<file path="config.mk">
export PLATFORM = sky130hd
export DESIGN_NAME = activity_monitor_id_block
export DESIGN_NICKNAME = d
export VERILOG_FILES = /design/src/verilog/amon_id_pkg.sv /design/src/verilog/activity_monitor_id_block.sv /design/src/verilog/amon_access_decoder.sv /design/src/verilog/amon_ident_rom.sv
export SDC_FILE = /design/constraint.sdc
export NUM_CORES = 1
export LEC_CHECK = 0
export BUFFER_PORTS_ARGS = -buffer_cell sky130_fd_sc_hd__buf_2
export CORE_MARGIN = 2
export CORE_UTILIZATION = 47
export CTS_BUF_LIST = sky130_fd_sc_hd__clkbuf_8
export DETAILED_ROUTE_END_ITERATION = 8
export PLACE_DENSITY_LB_ADDON = 0.1
export SYNTH_ARGS = -nofsm -noshare
export SYNTH_HDL_FRONTEND = slang
export SYNTH_SLANG_ARGS = --single-unit
export TNS_END_PERCENT = 1
</file>
<file path="constraint.sdc">
create_clock -name ref_clk -period 4 [get_ports ref_clk]
set_input_delay 0.8 -clock ref_clk [delete_from_list [all_inputs] [get_ports ref_clk]]
set_output_delay 0.8 -clock ref_clk [all_outputs]
set_load 0.02 [all_outputs]
</file>
<file path="src/verilog/amon_id_pkg.sv">
package amon_id_pkg;

    // Debug page geometry
    localparam int unsigned ADDR_W = 12;
    localparam int unsigned DATA_W = 32;
    localparam int unsigned AFF_W  = 64;

    // Register offsets within the debug page (byte addresses)
    localparam logic [ADDR_W-1:0] OFF_IMPL_ID   = 12'he08;
    localparam logic [ADDR_W-1:0] OFF_AFF_LOW   = 12'hfa8;
    localparam logic [ADDR_W-1:0] OFF_AFF_HIGH  = 12'hfac;
    localparam logic [ADDR_W-1:0] OFF_ARCH_DESC = 12'hfbc;
    localparam logic [ADDR_W-1:0] OFF_DEV_TYPE  = 12'hfcc;
    localparam logic [ADDR_W-1:0] OFF_PID4      = 12'hfd0;
    localparam logic [ADDR_W-1:0] OFF_PID0      = 12'hfe0;
    localparam logic [ADDR_W-1:0] OFF_PID1      = 12'hfe4;
    localparam logic [ADDR_W-1:0] OFF_PID2      = 12'hfe8;
    localparam logic [ADDR_W-1:0] OFF_PID3      = 12'hfec;
    localparam logic [ADDR_W-1:0] OFF_CID0      = 12'hff0;
    localparam logic [ADDR_W-1:0] OFF_CID1      = 12'hff4;
    localparam logic [ADDR_W-1:0] OFF_CID2      = 12'hff8;
    localparam logic [ADDR_W-1:0] OFF_CID3      = 12'hffc;

    // Fixed field values
    localparam logic [7:0]  CID0_PREAMBLE  = 8'h0d;
    localparam logic [3:0]  CID1_CLASS     = 4'h9;
    localparam logic [3:0]  CID1_PREAMBLE  = 4'h0;
    localparam logic [7:0]  CID2_PREAMBLE  = 8'h05;
    localparam logic [7:0]  CID3_PREAMBLE  = 8'hb1;
    localparam logic        ARCH_PRESENT   = 1'b1;
    localparam logic [3:0]  ARCH_REVISION  = 4'h0;
    localparam logic [15:0] ARCH_IDENT     = 16'h0a66;
    localparam logic [3:0]  DEVTYPE_SUB    = 4'h1;
    localparam logic [3:0]  DEVTYPE_MAJOR  = 4'h6;
    localparam logic        PID2_JEDEC     = 1'b1;
    localparam logic [3:0]  PID3_REVAND    = 4'h0;
    localparam logic [3:0]  PID3_CMOD      = 4'h0;
    localparam logic [3:0]  PID4_SIZE      = 4'h0;
    localparam logic        IMPL_BIT7      = 1'b0;

    // Field positions
    localparam int unsigned ARCH_ARCHITECT_LSB = 21;
    localparam int unsigned ARCH_PRESENT_BIT   = 20;
    localparam int unsigned ARCH_REVISION_LSB  = 16;
    localparam int unsigned IMPL_PART_LSB      = 20;
    localparam int unsigned IMPL_MAJOR_LSB     = 16;
    localparam int unsigned IMPL_MINOR_LSB     = 12;
    localparam int unsigned IMPL_RSVD_BIT      = 7;
    localparam int unsigned CLASS_LSB          = 4;

    // Reset values
    localparam logic [DATA_W-1:0] RDATA_RST = 32'h0000_0000;

    // Registers the decoder can select
    typedef enum logic [3:0] {
        SEL_NONE, SEL_IMPL, SEL_AFF_LO, SEL_AFF_HI, SEL_ARCH, SEL_DEVTYPE, SEL_PID0,
        SEL_PID1, SEL_PID2, SEL_PID3, SEL_PID4, SEL_CID0, SEL_CID1, SEL_CID2, SEL_CID3
    } reg_sel_e;

    // Debug request and answer carriers
    typedef struct packed {
        logic              valid;
        logic              write;
        logic [ADDR_W-1:0] addr;
        logic [DATA_W-1:0] wdata;
    } dbg_req_s;

    typedef struct packed {
        logic              ack;
        logic              mapped;
        logic              write_ignored;
        logic [DATA_W-1:0] rdata;
    } dbg_rsp_s;

    // Byte placed in the low lane, upper bits zero
    function automatic logic [DATA_W-1:0] low_byte(input logic [7:0] b);
        return {24'h00_0000, b};
    endfunction

endpackage

</file>
<file path="src/verilog/activity_monitor_id_block.sv">
`timescale 1ns/1ps
// Overview of operation
// - All registers read-only; writes store nothing
// - Low affinity word mirrors affinity bits 31:0
// - High affinity word at 0xfac mirrors 63:32
// - Component word 0 at 0xff0 reads 0x0d
// - Component word 1: class 0x9, preamble zero
// - Component word 2 reads 0x05 in low byte
// - Component word 3 at 0xffc reads 0xb1
// - Architect code in bits 31:21, split 4+7
// - Descriptor bit 20 always reads one
// - Architecture revision zero in bits 19:16
// - Identifier 0x0a66 in 15:0, at 0xfbc
// - Device type sub-type 0x1 in 7:4
// - Device type at 0xfcc, major 0x6
// - Implementation word: part number in 31:20
// - Major revision in bits 19:16
// - Minor revision in bits 15:12
// - Implementer: continuation, zero bit7, maker code
// - Implementation word readable at 0xe08
// - Peripheral word 0 at 0xfe0: part low byte
module activity_monitor_id_block
    import amon_id_pkg::*;
#(
    parameter logic [11:0] PART_NUMBER = 12'h5a7, // Arbitrary value
    parameter logic [3:0]  MAJOR_REV   = 4'h1,    // Arbitrary value
    parameter logic [3:0]  MINOR_REV   = 4'h3,    // Arbitrary value
    parameter logic [11:0] IMPLEMENTER = 12'h125, // Arbitrary value, bit 7 clear
    parameter logic [10:0] ARCHITECT   = 11'h2a1  // Arbitrary value
)
(
    // Clock and reset
    input  wire logic                          ref_clk,
    input  wire logic                          rst_n,
    // Affinity value from the core, same clock
    input  wire logic [amon_id_pkg::AFF_W-1:0] core_affinity_source,
    // Debug access port
    input  amon_id_pkg::dbg_req_s              dbg_req,
    output amon_id_pkg::dbg_rsp_s              dbg_rsp
);

    // Whole block state
    typedef struct packed {
        dbg_rsp_s rsp;
    } state_s;

    state_s   state_reg;
    state_s   state_next;
    reg_sel_e sel;
    logic [DATA_W-1:0] rom_word;
    logic              rom_hit;

    // Offset decode
    amon_access_decoder u_decoder (
        .offset (dbg_req.addr),
        .sel    (sel)
    );

    // Identification words and affinity mirror
    amon_ident_rom #(
        .PART_NUMBER (PART_NUMBER),
        .MAJOR_REV   (MAJOR_REV),
        .MINOR_REV   (MINOR_REV),
        .IMPLEMENTER (IMPLEMENTER),
        .ARCHITECT   (ARCHITECT)
    ) u_rom (
        .sel                  (sel),
        .core_affinity_source (core_affinity_source),
        .word                 (rom_word),
        .hit                  (rom_hit)
    );

    // Answer logic: one-cycle acknowledge, data held until next answer
    always_comb
    begin
        state_next             = state_reg;
        state_next.rsp.ack     = 1'b0;
        if (dbg_req.valid)
        begin
            state_next.rsp.ack = 1'b1;
            if (dbg_req.write)
            begin
                // Write data is dropped; nothing is stored
                state_next.rsp.rdata         = RDATA_RST;
                state_next.rsp.mapped        = rom_hit;
                state_next.rsp.write_ignored = 1'b1;
            end
            else
            begin
                state_next.rsp.rdata         = rom_word;
                state_next.rsp.mapped        = rom_hit;
                state_next.rsp.write_ignored = 1'b0;
            end
        end
    end

    // State register, synchronous reset
    always_ff @(posedge ref_clk)
    begin
        if (!rst_n)
        begin
            state_reg.rsp.ack           <= 1'b0;
            state_reg.rsp.mapped        <= 1'b0;
            state_reg.rsp.write_ignored <= 1'b0;
            state_reg.rsp.rdata         <= RDATA_RST;
        end
        else
        begin
            state_reg <= state_next;
        end
    end

    assign dbg_rsp = state_reg.rsp;

    // Helpers read only by the checks below
    logic              rd_req;
    logic [31:0]       aff_lo_w;
    logic [31:0]       aff_hi_w;
    logic [DATA_W-1:0] rdata;

    assign rd_req   = dbg_req.valid && !dbg_req.write;
    assign aff_lo_w = core_affinity_source[31:0];
    assign aff_hi_w = core_affinity_source[63:32];
    assign rdata    = dbg_rsp.rdata;
endmodule

</file>
<file path="src/verilog/amon_access_decoder.sv">
`timescale 1ns/1ps
module amon_access_decoder
    import amon_id_pkg::*;
(
    // Debug page offset
    input  wire logic [amon_id_pkg::ADDR_W-1:0] offset,
    // Selected register
    output amon_id_pkg::reg_sel_e               sel
);

    // Offset to register select; misaligned words map to nothing
    always_comb
    begin
        sel = SEL_NONE;
        if (offset[1:0] == 2'h0)
        begin
            unique case (offset)
                OFF_IMPL_ID:   sel = SEL_IMPL;
                OFF_AFF_LOW:   sel = SEL_AFF_LO;
                OFF_AFF_HIGH:  sel = SEL_AFF_HI;
                OFF_ARCH_DESC: sel = SEL_ARCH;
                OFF_DEV_TYPE:  sel = SEL_DEVTYPE;
                OFF_PID0:      sel = SEL_PID0;
                OFF_PID1:      sel = SEL_PID1;
                OFF_PID2:      sel = SEL_PID2;
                OFF_PID3:      sel = SEL_PID3;
                OFF_PID4:      sel = SEL_PID4;
                OFF_CID0:      sel = SEL_CID0;
                OFF_CID1:      sel = SEL_CID1;
                OFF_CID2:      sel = SEL_CID2;
                OFF_CID3:      sel = SEL_CID3;
                default:       sel = SEL_NONE;
            endcase
        end
    end

endmodule

</file>
<file path="src/verilog/amon_ident_rom.sv">
`timescale 1ns/1ps
module amon_ident_rom
    import amon_id_pkg::*;
#(
    parameter logic [11:0] PART_NUMBER = 12'h5a7, // Arbitrary value
    parameter logic [3:0]  MAJOR_REV   = 4'h1,    // Arbitrary value
    parameter logic [3:0]  MINOR_REV   = 4'h3,    // Arbitrary value
    parameter logic [11:0] IMPLEMENTER = 12'h125, // Arbitrary value, bit 7 clear
    parameter logic [10:0] ARCHITECT   = 11'h2a1  // Arbitrary value
)
(
    // Selection and live affinity
    input  amon_id_pkg::reg_sel_e              sel,
    input  wire logic [amon_id_pkg::AFF_W-1:0] core_affinity_source,
    // Word read
    output logic [amon_id_pkg::DATA_W-1:0]     word,
    output logic                               hit
);

    // Constant words and live affinity halves
    always_comb
    begin
        word = RDATA_RST;
        hit  = 1'b1;
        unique case (sel)
            SEL_IMPL:    word = {PART_NUMBER, MAJOR_REV, MINOR_REV,
                                 IMPLEMENTER[11:8], IMPL_BIT7, IMPLEMENTER[6:0]};
            SEL_AFF_LO:  word = core_affinity_source[31:0];
            SEL_AFF_HI:  word = core_affinity_source[63:32];
            SEL_ARCH:    word = {ARCHITECT, ARCH_PRESENT, ARCH_REVISION, ARCH_IDENT};
            SEL_DEVTYPE: word = low_byte({DEVTYPE_SUB, DEVTYPE_MAJOR});
            SEL_PID0:    word = low_byte(PART_NUMBER[7:0]);
            SEL_PID1:    word = low_byte({IMPLEMENTER[3:0], PART_NUMBER[11:8]});
            SEL_PID2:    word = low_byte({MINOR_REV, PID2_JEDEC, IMPLEMENTER[6:4]});
            SEL_PID3:    word = low_byte({PID3_REVAND, PID3_CMOD});
            SEL_PID4:    word = low_byte({PID4_SIZE, IMPLEMENTER[11:8]});
            SEL_CID0:    word = low_byte(CID0_PREAMBLE);
            SEL_CID1:    word = low_byte({CID1_CLASS, CID1_PREAMBLE});
            SEL_CID2:    word = low_byte(CID2_PREAMBLE);
            SEL_CID3:    word = low_byte(CID3_PREAMBLE);
            SEL_NONE:
            begin
                word = RDATA_RST;
                hit  = 1'b0;
            end
        endcase
    end

endmodule

</file>
# [Word level (Yosys, flattened, before mapping)]
# Cells that the tools add are included.
[totals] reg_bits=35 in_bits=112 output_inout_bits=35 wordCells=41
[op_classes] eq_ne=28 mux=6 reduce_logical=3
[ops] cell="one-hot mux 32 bit (14 select lines)" count=1
[ops] cell="== test 12 bit (second input constant)" count=14
[ops] cell="one-hot mux 4 bit (14 select lines)" count=1
[ops] cell="two-way mux 35 bit" count=1
[ops] cell="two-way mux 33 bit" count=1
[ops] cell="== test 4 bit (second input constant)" count=7
[ops] cell="== test 4 x 3 -> 1 bit (second input constant)" count=4
[ops] cell="== test 4 x 2 -> 1 bit (second input constant)" count=2
[ops] cell="== test 4 x 1 -> 1 bit (second input constant)" count=1
[ops] cell="logical NOT 4 bit" count=1
[ops] cell="two-way mux 4 bit" count=1
[ops] cell="logical NOT 2 bit" count=1
[ops] cell="OR reduction 2 bit" count=1
[ops] cell="two-way mux 1 bit" count=1

# [Depth between registers and ports, before layout]
# Gate-level depths: netlist of the first run.
[logic_depth] depth_word=8 ltp_mapped=8 ltp_nobuf=6

# [By module]
# A second synthesis of the first run with hierarchy kept.
[hier_totals] hier_cells=316 area_unflattened_um2=2427.3
[modules_own_cells] mod="activity_monitor_id_block" instances=1 cells_each=151 area_per_inst_um2=1390.1 seq_area_each_um2=700.7
[modules_own_cells] mod="amon_ident_rom" instances=1 cells_each=130 area_per_inst_um2=838.3 seq_area_each_um2=0.0
[modules_own_cells] mod="amon_access_decoder" instances=1 cells_each=35 area_per_inst_um2=198.9 seq_area_each_um2=0.0

# [Worst setup path before layout of the first run]
# Ideal clock, no wire load.
[synth_path] path_type="input -> register" start="input dbg_req[35] in the netlist's numbering" end="register rdata[5] (netlist name)" setup_time_ps=117 arrival_ps=2163 required_time_ps=3883 path_slack_ps=1720 path_stages=6 n_path_buf=1 path_cell_list="buf_6 -> or4b_4 -> a2111oi_2 -> nor3_1 -> xnor2_1 -> a22o_1"
[synth_via] elab_chain_cells=7 word_cells_on_any_way=34 cone_classes="eq/ne: 28; mux: 4; reduce/logical: 2"
[synth_lines] item="start: declaration" line_no="activity_monitor_id_block.sv:38" source="input amon_id_pkg::dbg_req_s dbg_req,"
[synth_lines] item="== test 12 bit" line_no="amon_access_decoder.sv:17" source="unique case (offset)"
[synth_lines] item="one-hot mux 4 bit (14 select lines) *" line_no="amon_access_decoder.sv:17"
[synth_lines] item="two-way mux 4 bit *" line_no="amon_access_decoder.sv:15" source="if (offset[1:0] == 2'h0)"
[synth_lines] item="== test 4 bit or logical NOT 4 bit (tied branches)" line_no="amon_ident_rom.sv:25" source="unique case (sel)"
[synth_lines] item="OR reduction 2 bit (no source line)"
[synth_lines] item="one-hot mux 32 bit (14 select lines) *" line_no="amon_ident_rom.sv:25"
[synth_lines] item="two-way mux 33 bit *" line_no="activity_monitor_id_block.sv:81" source="if (dbg_req.write)"
# Mark *: on every way between the ends. The rest lies on a longest branch, timed or not.
# A chain may end at the register's enable or synchronous reset.

# [Worst setup path in the final report of the first run]
[layout_path] start="input dbg_req[35] in the netlist's numbering" end="register rdata[6] (netlist name)"
[layout_via] elab_chain_cells=7 word_cells_on_any_way=34 cone_classes="eq/ne: 28; mux: 4; reduce/logical: 2"
[layout_lines] item="== test 12 bit" line_no="amon_access_decoder.sv:17"
[layout_lines] item="one-hot mux 4 bit (14 select lines) *" line_no="amon_access_decoder.sv:17"
[layout_lines] item="two-way mux 4 bit *" line_no="amon_access_decoder.sv:15"
[layout_lines] item="== test 4 bit or logical NOT 4 bit (tied branches)" line_no="amon_ident_rom.sv:25"
[layout_lines] item="OR reduction 2 bit (no source line)"
[layout_lines] item="one-hot mux 32 bit (14 select lines) *" line_no="amon_ident_rom.sv:25"
[layout_lines] item="two-way mux 33 bit *" line_no="activity_monitor_id_block.sv:81"
# Marks and branches as above.

==> results of run 1 <==
[per-layer routing]
metal / vias to the layer above / GRT usage, %
met4: 0 / 4.24
met5: - / 0
met1: 1053 / 32.1
met2: 100 / 36.1
li1: 1210 / -
met3: 4 / 5.90
[where the power goes]
group          switching, mW  internal [mW]
Clock                  0.139          0.186
Combinational         0.0546         0.0441
Sequential          0.000733          0.350
[metrics by stage]
step                      utilization [%]  worst slack, ns  power (mW)
after detailed placement             59.0             1.12       0.457
final                                61.4             1.36       0.774
after global routing                 61.4             1.17       0.806
after CTS                            61.4             1.42       0.781
after floorplan                         -             1.72       0.409
after global placement               59.0             1.15       0.456
[path summary, 6_finish.rpt]
| check | end | slack [ns] | cells after the start |
|---|---|---|---|
| worst min register to register | rdata[20] | 0.47 | 2 |
| worst max register to register | rdata[1] | 2.88 | 4 |
| worst max-delay path | rdata[6] | 1.36 | 8 |
| worst min-delay path | rdata[20] | 0.47 | 2 |
[state kept, by name, summed over array words and instances, names as in the netlist]
signal and flops:
rdata 32, dbg_rsp 3
[cell families (layout without fill, tap and decap cells)]
group / count (synthesis) / count (layout)
xor+xnor: 2 / 2
mux: 3 / 3
compound gates: 96 / 96
simple gates: 92 / 92
flops: 35 / 35
buf+inv: 47 / 150
[cell type report]
type / instances / area, sq um / share of cell area (%)
multi-input combinational: 193 / 1310 / 45.6
inverter: 25 / 93.8 / 3.26
clock buffer: 5 / 68.8 / 2.39
clock inverter: 3 / 43.8 / 1.52
timing repair buffer: 117 / 593 / 20.6
tap: 54 / 67.6 / 2.34
sequential: 35 / 701 / 24.3
[worst max-delay path: stages]
cell and delay, ns:
sky130_fd_sc_hd__buf_2 0.27, sky130_fd_sc_hd__nor4b_2 0.33, sky130_fd_sc_hd__nand2_1 0.23, sky130_fd_sc_hd__nor2_2 0.49
sky130_fd_sc_hd__buf_4 0.34, sky130_fd_sc_hd__nand2_1 0.09, sky130_fd_sc_hd__a21o_1 0.16, sky130_fd_sc_hd__a21oi_1 0.14
[placed cells by master (no fill, tap or decap), types with 3 or more instances in the layout]
cell	synthesis	final
sky130_fd_sc_hd__nand3_1	3	3
sky130_fd_sc_hd__a21o_1	5	5
sky130_fd_sc_hd__o21ai_0	7	7
sky130_fd_sc_hd__nor2b_1	6	6
sky130_fd_sc_hd__o22ai_1	23	23
sky130_fd_sc_hd__buf_4	0	3
sky130_fd_sc_hd__and2_1	23	23
sky130_fd_sc_hd__buf_2	7	114
sky130_fd_sc_hd__nor2_1	12	11
sky130_fd_sc_hd__nand2b_1	9	9
sky130_fd_sc_hd__nor3_1	6	6
sky130_fd_sc_hd__o21bai_1	3	3
sky130_fd_sc_hd__a22oi_1	14	14
sky130_fd_sc_hd__a21oi_1	17	17
sky130_fd_sc_hd__inv_1	24	24
sky130_fd_sc_hd__nand4_1	4	4
sky130_fd_sc_hd__dfxtp_1	35	35
sky130_fd_sc_hd__clkbuf_8	7	5
sky130_fd_sc_hd__a221oi_1	12	12
sky130_fd_sc_hd__nand2_1	11	11
==> impl_metrics.toml, run 1 <==
[synthesis]
synthesis.area_sq_um = 2270
synth.area.top_cells = "sky130_fd_sc_hd__dfxtp_1 (31%), sky130_fd_sc_hd__and2_1 (6.3%), sky130_fd_sc_hd__o22ai_1 (6.3%), sky130_fd_sc_hd__a22oi_1 (4.6%), sky130_fd_sc_hd__a221oi_1 (4.6%)"
netlist.top_cell.by_area = "sky130_fd_sc_hd__dfxtp_1"
post_synthesis_sequential_element_count = 35
top_flip_flop_cell_by_instance_count_after_synthesis = "sky130_fd_sc_hd__dfxtp_1"
combinational_family_with_the_most_area_after_synthesis = "compound AO/OA/AOI/OAI gates"
post_synth_xor_area_fraction_pct = 0.772
synth_cell_count_leaders = "sky130_fd_sc_hd__dfxtp_1 (35), sky130_fd_sc_hd__inv_1 (24), sky130_fd_sc_hd__and2_1 (23), sky130_fd_sc_hd__o22ai_1 (23), sky130_fd_sc_hd__a21oi_1 (17)"
post_synthesis_share_of_cell_area_spent_on_and_or_nand_and_nor_gates_pct = 24.8
netlist_instances = 275
fraction_of_the_mapped_netlist_area_in_compound_gates_pct = 30.5
ys_seq_area_share_pct = 30.9
synth-async-reset-ratio_pct = 0
synth.yosys.warnings = 0
edff_count_synth = 0
yosys.cell_count.top_type = "sky130_fd_sc_hd__dfxtp_1"
synth.avg_cell_area_sq_um = 8.25
netlist-cell-type-count = 56
yosysTopAreaCellShare_pct = 30.9
post_synth_mux_area_share_pct = 1.38
synth_nets = 387
yosys.area_share.adder_pct = 0

[die]
fp.dieArea_sq_um = 5400
start_util_pct = 48.4
design.core.area_sq_um = 4690
placement_rows = 25
number_of_primary_i_o_pins = 147
dieWidth_um = 73.5
die_h_um = 73.5

[global_routing]
globalRouteOverflowTotal = 0
gr-usage-all-layers_pct = 23.0
first_global_vias = 2013
grt_pass1_wl_mm = 9.74
grt_max_degree = 31
antenna_violations_before_repair = 0

[clock_tree]
holdBufCountCts = 0
cts_post_setup_buffers_inserted = 0
tritoncts = "done"
ctsRootBufferMaster = "sky130_fd_sc_hd__clkbuf_8"
clock_path_buffers = 2
clkSlewWorstSetupHoldPaths_ns = 0.08
tritoncts_num_sinks = 35
numCtsBuffers = 5
cts_max_level = 2
clk_latency_ns = 0.28
post_cts_resize_count = 0

[drt]
post_drt_wl_per_cell_um = 14.5
detailedRoute.firstIterationViolations = 258
routed_via_density = 5.48
firstDrtPassIters = 4
highest_layer = "met4"
met2_wirelength_mm = 2.89
route.vias.total = 2367
drc = 0
drt.antenna.violating_nets = 0
wl_met3_um = 515
finalWirelength_mm = 6.28
met1Wirelength_mm = 2.85

[power]
ir_drop_mv = 0.187
standby_leakage_power_nw = 1.19
power_density_normalized_to_cell_area_nw_per_um2 = 268

[timing]
setup-violations-final = 0
hold_violations = 0
rsz_0062_raised_after_global_routing = "no"
worst-slew-pin-transition_ns = 0.792
final-max-slew-violation-count = 0
clock.fmax_mhz = 379
fin_worst_skew_ns = 0
timing.setup.tns_ns = 0
finalHoldWorstSlack_ns = 0.470
post-route-min-period_ns = 2.64
max_slew_margin_pct = 47.0
fin_crit_sh_pct = 66.0

[critical_path]
critPathLaunch = "dbg_req[35]"
timing.critical_path.to_type = "flip-flop"
arrival_ns = 2.85
path_max_fanout = 19
critical_path.startpoint_type = "primary input"
required_ns = 4.21
worstSetupPathType = "primary input to flip-flop"
crit-reg2reg-launch = "rdata[1]"

[layout]
insertedDiodeCount = 0
final_instance_area_sq_um = 2880
drive_gt1_share_pct = 37.3
fillCellCount = 425
finalNonFillerCells = 432
final_net_count = 489
area_growth_pct = 27.0

[placed_design]
placedCellCount = 424
gp_routability_congestion = 0.921
placement.io_buffers = 114
postPlaceCellArea_sq_um = 2770
hpwlAfterDp_mm = 4.50

[outcome]
status = "complete, no violations"

[worst_hold_path]
hp-class = "flip-flop to flip-flop"
worstHoldStart = "rdata[20]"

[flow_run]
maxCapViolations = 0
(Power assumes the default switching activity.)
==> run 2, diff against run 1 <==
--- a/config.mk
+++ b/config.mk
@@ -7,7 +7,7 @@
 export LEC_CHECK = 0
 export BUFFER_PORTS_ARGS = -buffer_cell sky130_fd_sc_hd__buf_2
 export CORE_MARGIN = 2
-export CORE_UTILIZATION = 47
+export CORE_UTILIZATION = 44
 export CTS_BUF_LIST = sky130_fd_sc_hd__clkbuf_8
 export DETAILED_ROUTE_END_ITERATION = 8
 export PLACE_DENSITY_LB_ADDON = 0.1
==> constraint.sdc (replaced) <==
create_clock -name ref_clk -period 2.45 [get_ports ref_clk]
set_input_delay 0.49 -clock ref_clk [delete_from_list [all_inputs] [get_ports ref_clk]]
set_output_delay 0.49 -clock ref_clk [all_outputs]
set_load 0.02 [all_outputs]
==> impl_metrics.toml, run 2 (synthesis results as in run 1) <==
[outcome]
status = "complete, no violations"

[drt]
drt.antenna.violating_nets = 0
post_drt_wl_per_cell_um = 14.6
route.vias.total = 2461
firstDrtPassIters = 6
drc = 0
finalWirelength_mm = 6.64
routed_via_density = 5.40
detailedRoute.firstIterationViolations = 151

[die]
dieWidth_um = 75.8
start_util_pct = 45.0
placement_rows = 26
design.core.area_sq_um = 5040
die_h_um = 75.8
fp.dieArea_sq_um = 5750
number_of_primary_i_o_pins = 147

[layout]
most_frequent_cells_in_the_layout = "sky130_fd_sc_hd__buf_2 (114), sky130_fd_sc_hd__dfxtp_1 (35), sky130_fd_sc_hd__inv_1 (24), sky130_fd_sc_hd__o22ai_1 (23), sky130_fd_sc_hd__and2_1 (23)"
area_growth_pct = 30.8
drive_gt1_share_pct = 38.6
largest_register_ff_count = 32
layout_commonest_cell = "sky130_fd_sc_hd__buf_2"
finalNonFillerCells = 456
utilization_after_layout_pct = 58.9
largest_register = "rdata"
final_net_count = 498
insertedDiodeCount = 0
final_instance_area_sq_um = 2970

[placed_design]
post-place-ws_ns = 0.211
placement.io_buffers = 114
hpwlAfterDp_mm = 4.95
postPlaceCellArea_sq_um = 2880
gp_routability_congestion = 0.888
placedCellCount = 449

[timing]
rsz_0062_raised_after_global_routing = "no"
post-route-min-period_ns = 1.93
clock.fmax_mhz = 519
fin_worst_skew_ns = 0
worst-slew-pin-transition_ns = 0.469
final-max-slew-violation-count = 0
hold_violations = 0
max_slew_margin_pct = 68.7
fin_crit_sh_pct = 78.7
finalHoldWorstSlack_ns = 0.474
setup-violations-final = 0
timing.setup.tns_ns = 0
final.setup.worst_slack_ns = 0.522

[critical_path]
path_max_fanout = 17
rrSetupSlack_ns = 1.31
required_ns = 2.63
critical_path.cell_chain = "buf_2 > or4b_4 > a2111oi_2 > nor3_1 > xnor2_1 > a22o_1"
critical_path.n_buffers_inverters = 1
worst_path_dominant_cell_family = "simple AND/OR/NAND/NOR gates"
crit_path_end = "rdata[5]"
arrival_ns = 2.11
critical_path.startpoint_type = "primary input"
crit-reg2reg-launch = "rdata[1]"
r2r_end = "rdata[1]"
critical-path-slowest-cell = "sky130_fd_sc_hd__or4b_4"
critPathLaunch = "dbg_req[36]"
cp_slowest_stage_delay_ns = 0.56
worstSetupPathType = "primary input to flip-flop"
timing.reg2reg.worst_path_depth = 4
timing.critical_path.to_type = "flip-flop"
crit_cells = 6

[clock_tree]
clk_latency_ns = 0.28
numCtsBuffers = 5
post_cts_resize_count = 0
tritoncts = "done"
clock_path_buffers = 2
tritoncts_num_sinks = 35
clkSlewWorstSetupHoldPaths_ns = 0.07
holdBufCountCts = 0
cts_max_level = 2
cts_post_setup_buffers_inserted = 0
ctsRootBufferMaster = "sky130_fd_sc_hd__clkbuf_8"

[global_routing]
globalRouteOverflowTotal = 0
gr-usage-all-layers_pct = 23.0
grt_max_degree = 29
antenna_violations_before_repair = 0
grt_pass1_wl_mm = 10.1
first_global_vias = 2149

[worst_hold_path]
hp-class = "flip-flop to flip-flop"
whs_path_depth = 2

[power]
standby_leakage_power_nw = 1.23
finalPower_mw = 1.17
power_density_normalized_to_cell_area_nw_per_um2 = 392
ir_drop_mv = 0.244

[flow_run]
maxCapViolations = 0
-- run 2: cell types whose count changed in the layout (fill, tap and decap cells not counted) --
cell / delta
sky130_fd_sc_hd__buf_4: +7
sky130_fd_sc_hd__buf_12: +2
sky130_fd_sc_hd__bufinv_16: -1
sky130_fd_sc_hd__clkinv_4: -1
sky130_fd_sc_hd__clkbuf_8: +1
-- run 2: how the worst min path moves through the flow --
stage	end	slack [ns]	start
2_1_floorplan	rdata[30]	0.54	rdata[30]
3_3_place_gp	rdata[21]	0.45	rdata[21]
3_5_place_dp	rdata[28]	0.47	rdata[28]
4_1_cts	rdata[20]	0.48	rdata[20]
5_1_grt	rdata[28]	0.51	rdata[28]
6_report	rdata[28]	0.47	rdata[28]
-- run 2: cell type report --
cell class / count / area (sq um)
flip-flops and latches: 35 / 701
clock inverters: 1 / 5.00
multi-input cells: 193 / 1310
inverters: 25 / 93.8
fillers: 497 / 2070
well taps: 70 / 87.6
clock buffers: 6 / 82.6
repair buffers: 126 / 686
-- run 2: tightest hold or removal path, stage by stage, from the launching register on --
cell and delay, ns:
sky130_fd_sc_hd__dfxtp_1 0.31, sky130_fd_sc_hd__nand2b_1 0.06, sky130_fd_sc_hd__a21oi_1 0.05
-- run 2: power breakdown --
part | switching [mW] | leakage [nW] | internal [mW]
logic | 0.0922 | 0.900 | 0.0786
clock network | 0.202 | 0.0470 | 0.221
registers | 0.000980 | 0.282 | 0.571
total | 0.295 | 1.23 | 0.870
-- run 2: metal layers --
metal	GRT usage [%]	share of wire [%]	up-vias
met2	39.1	48	89
li1	-	-	1239
met5	0	0	-
met3	3.57	7.0	4
met4	6.24	0.77	0
met1	30.3	44	1129
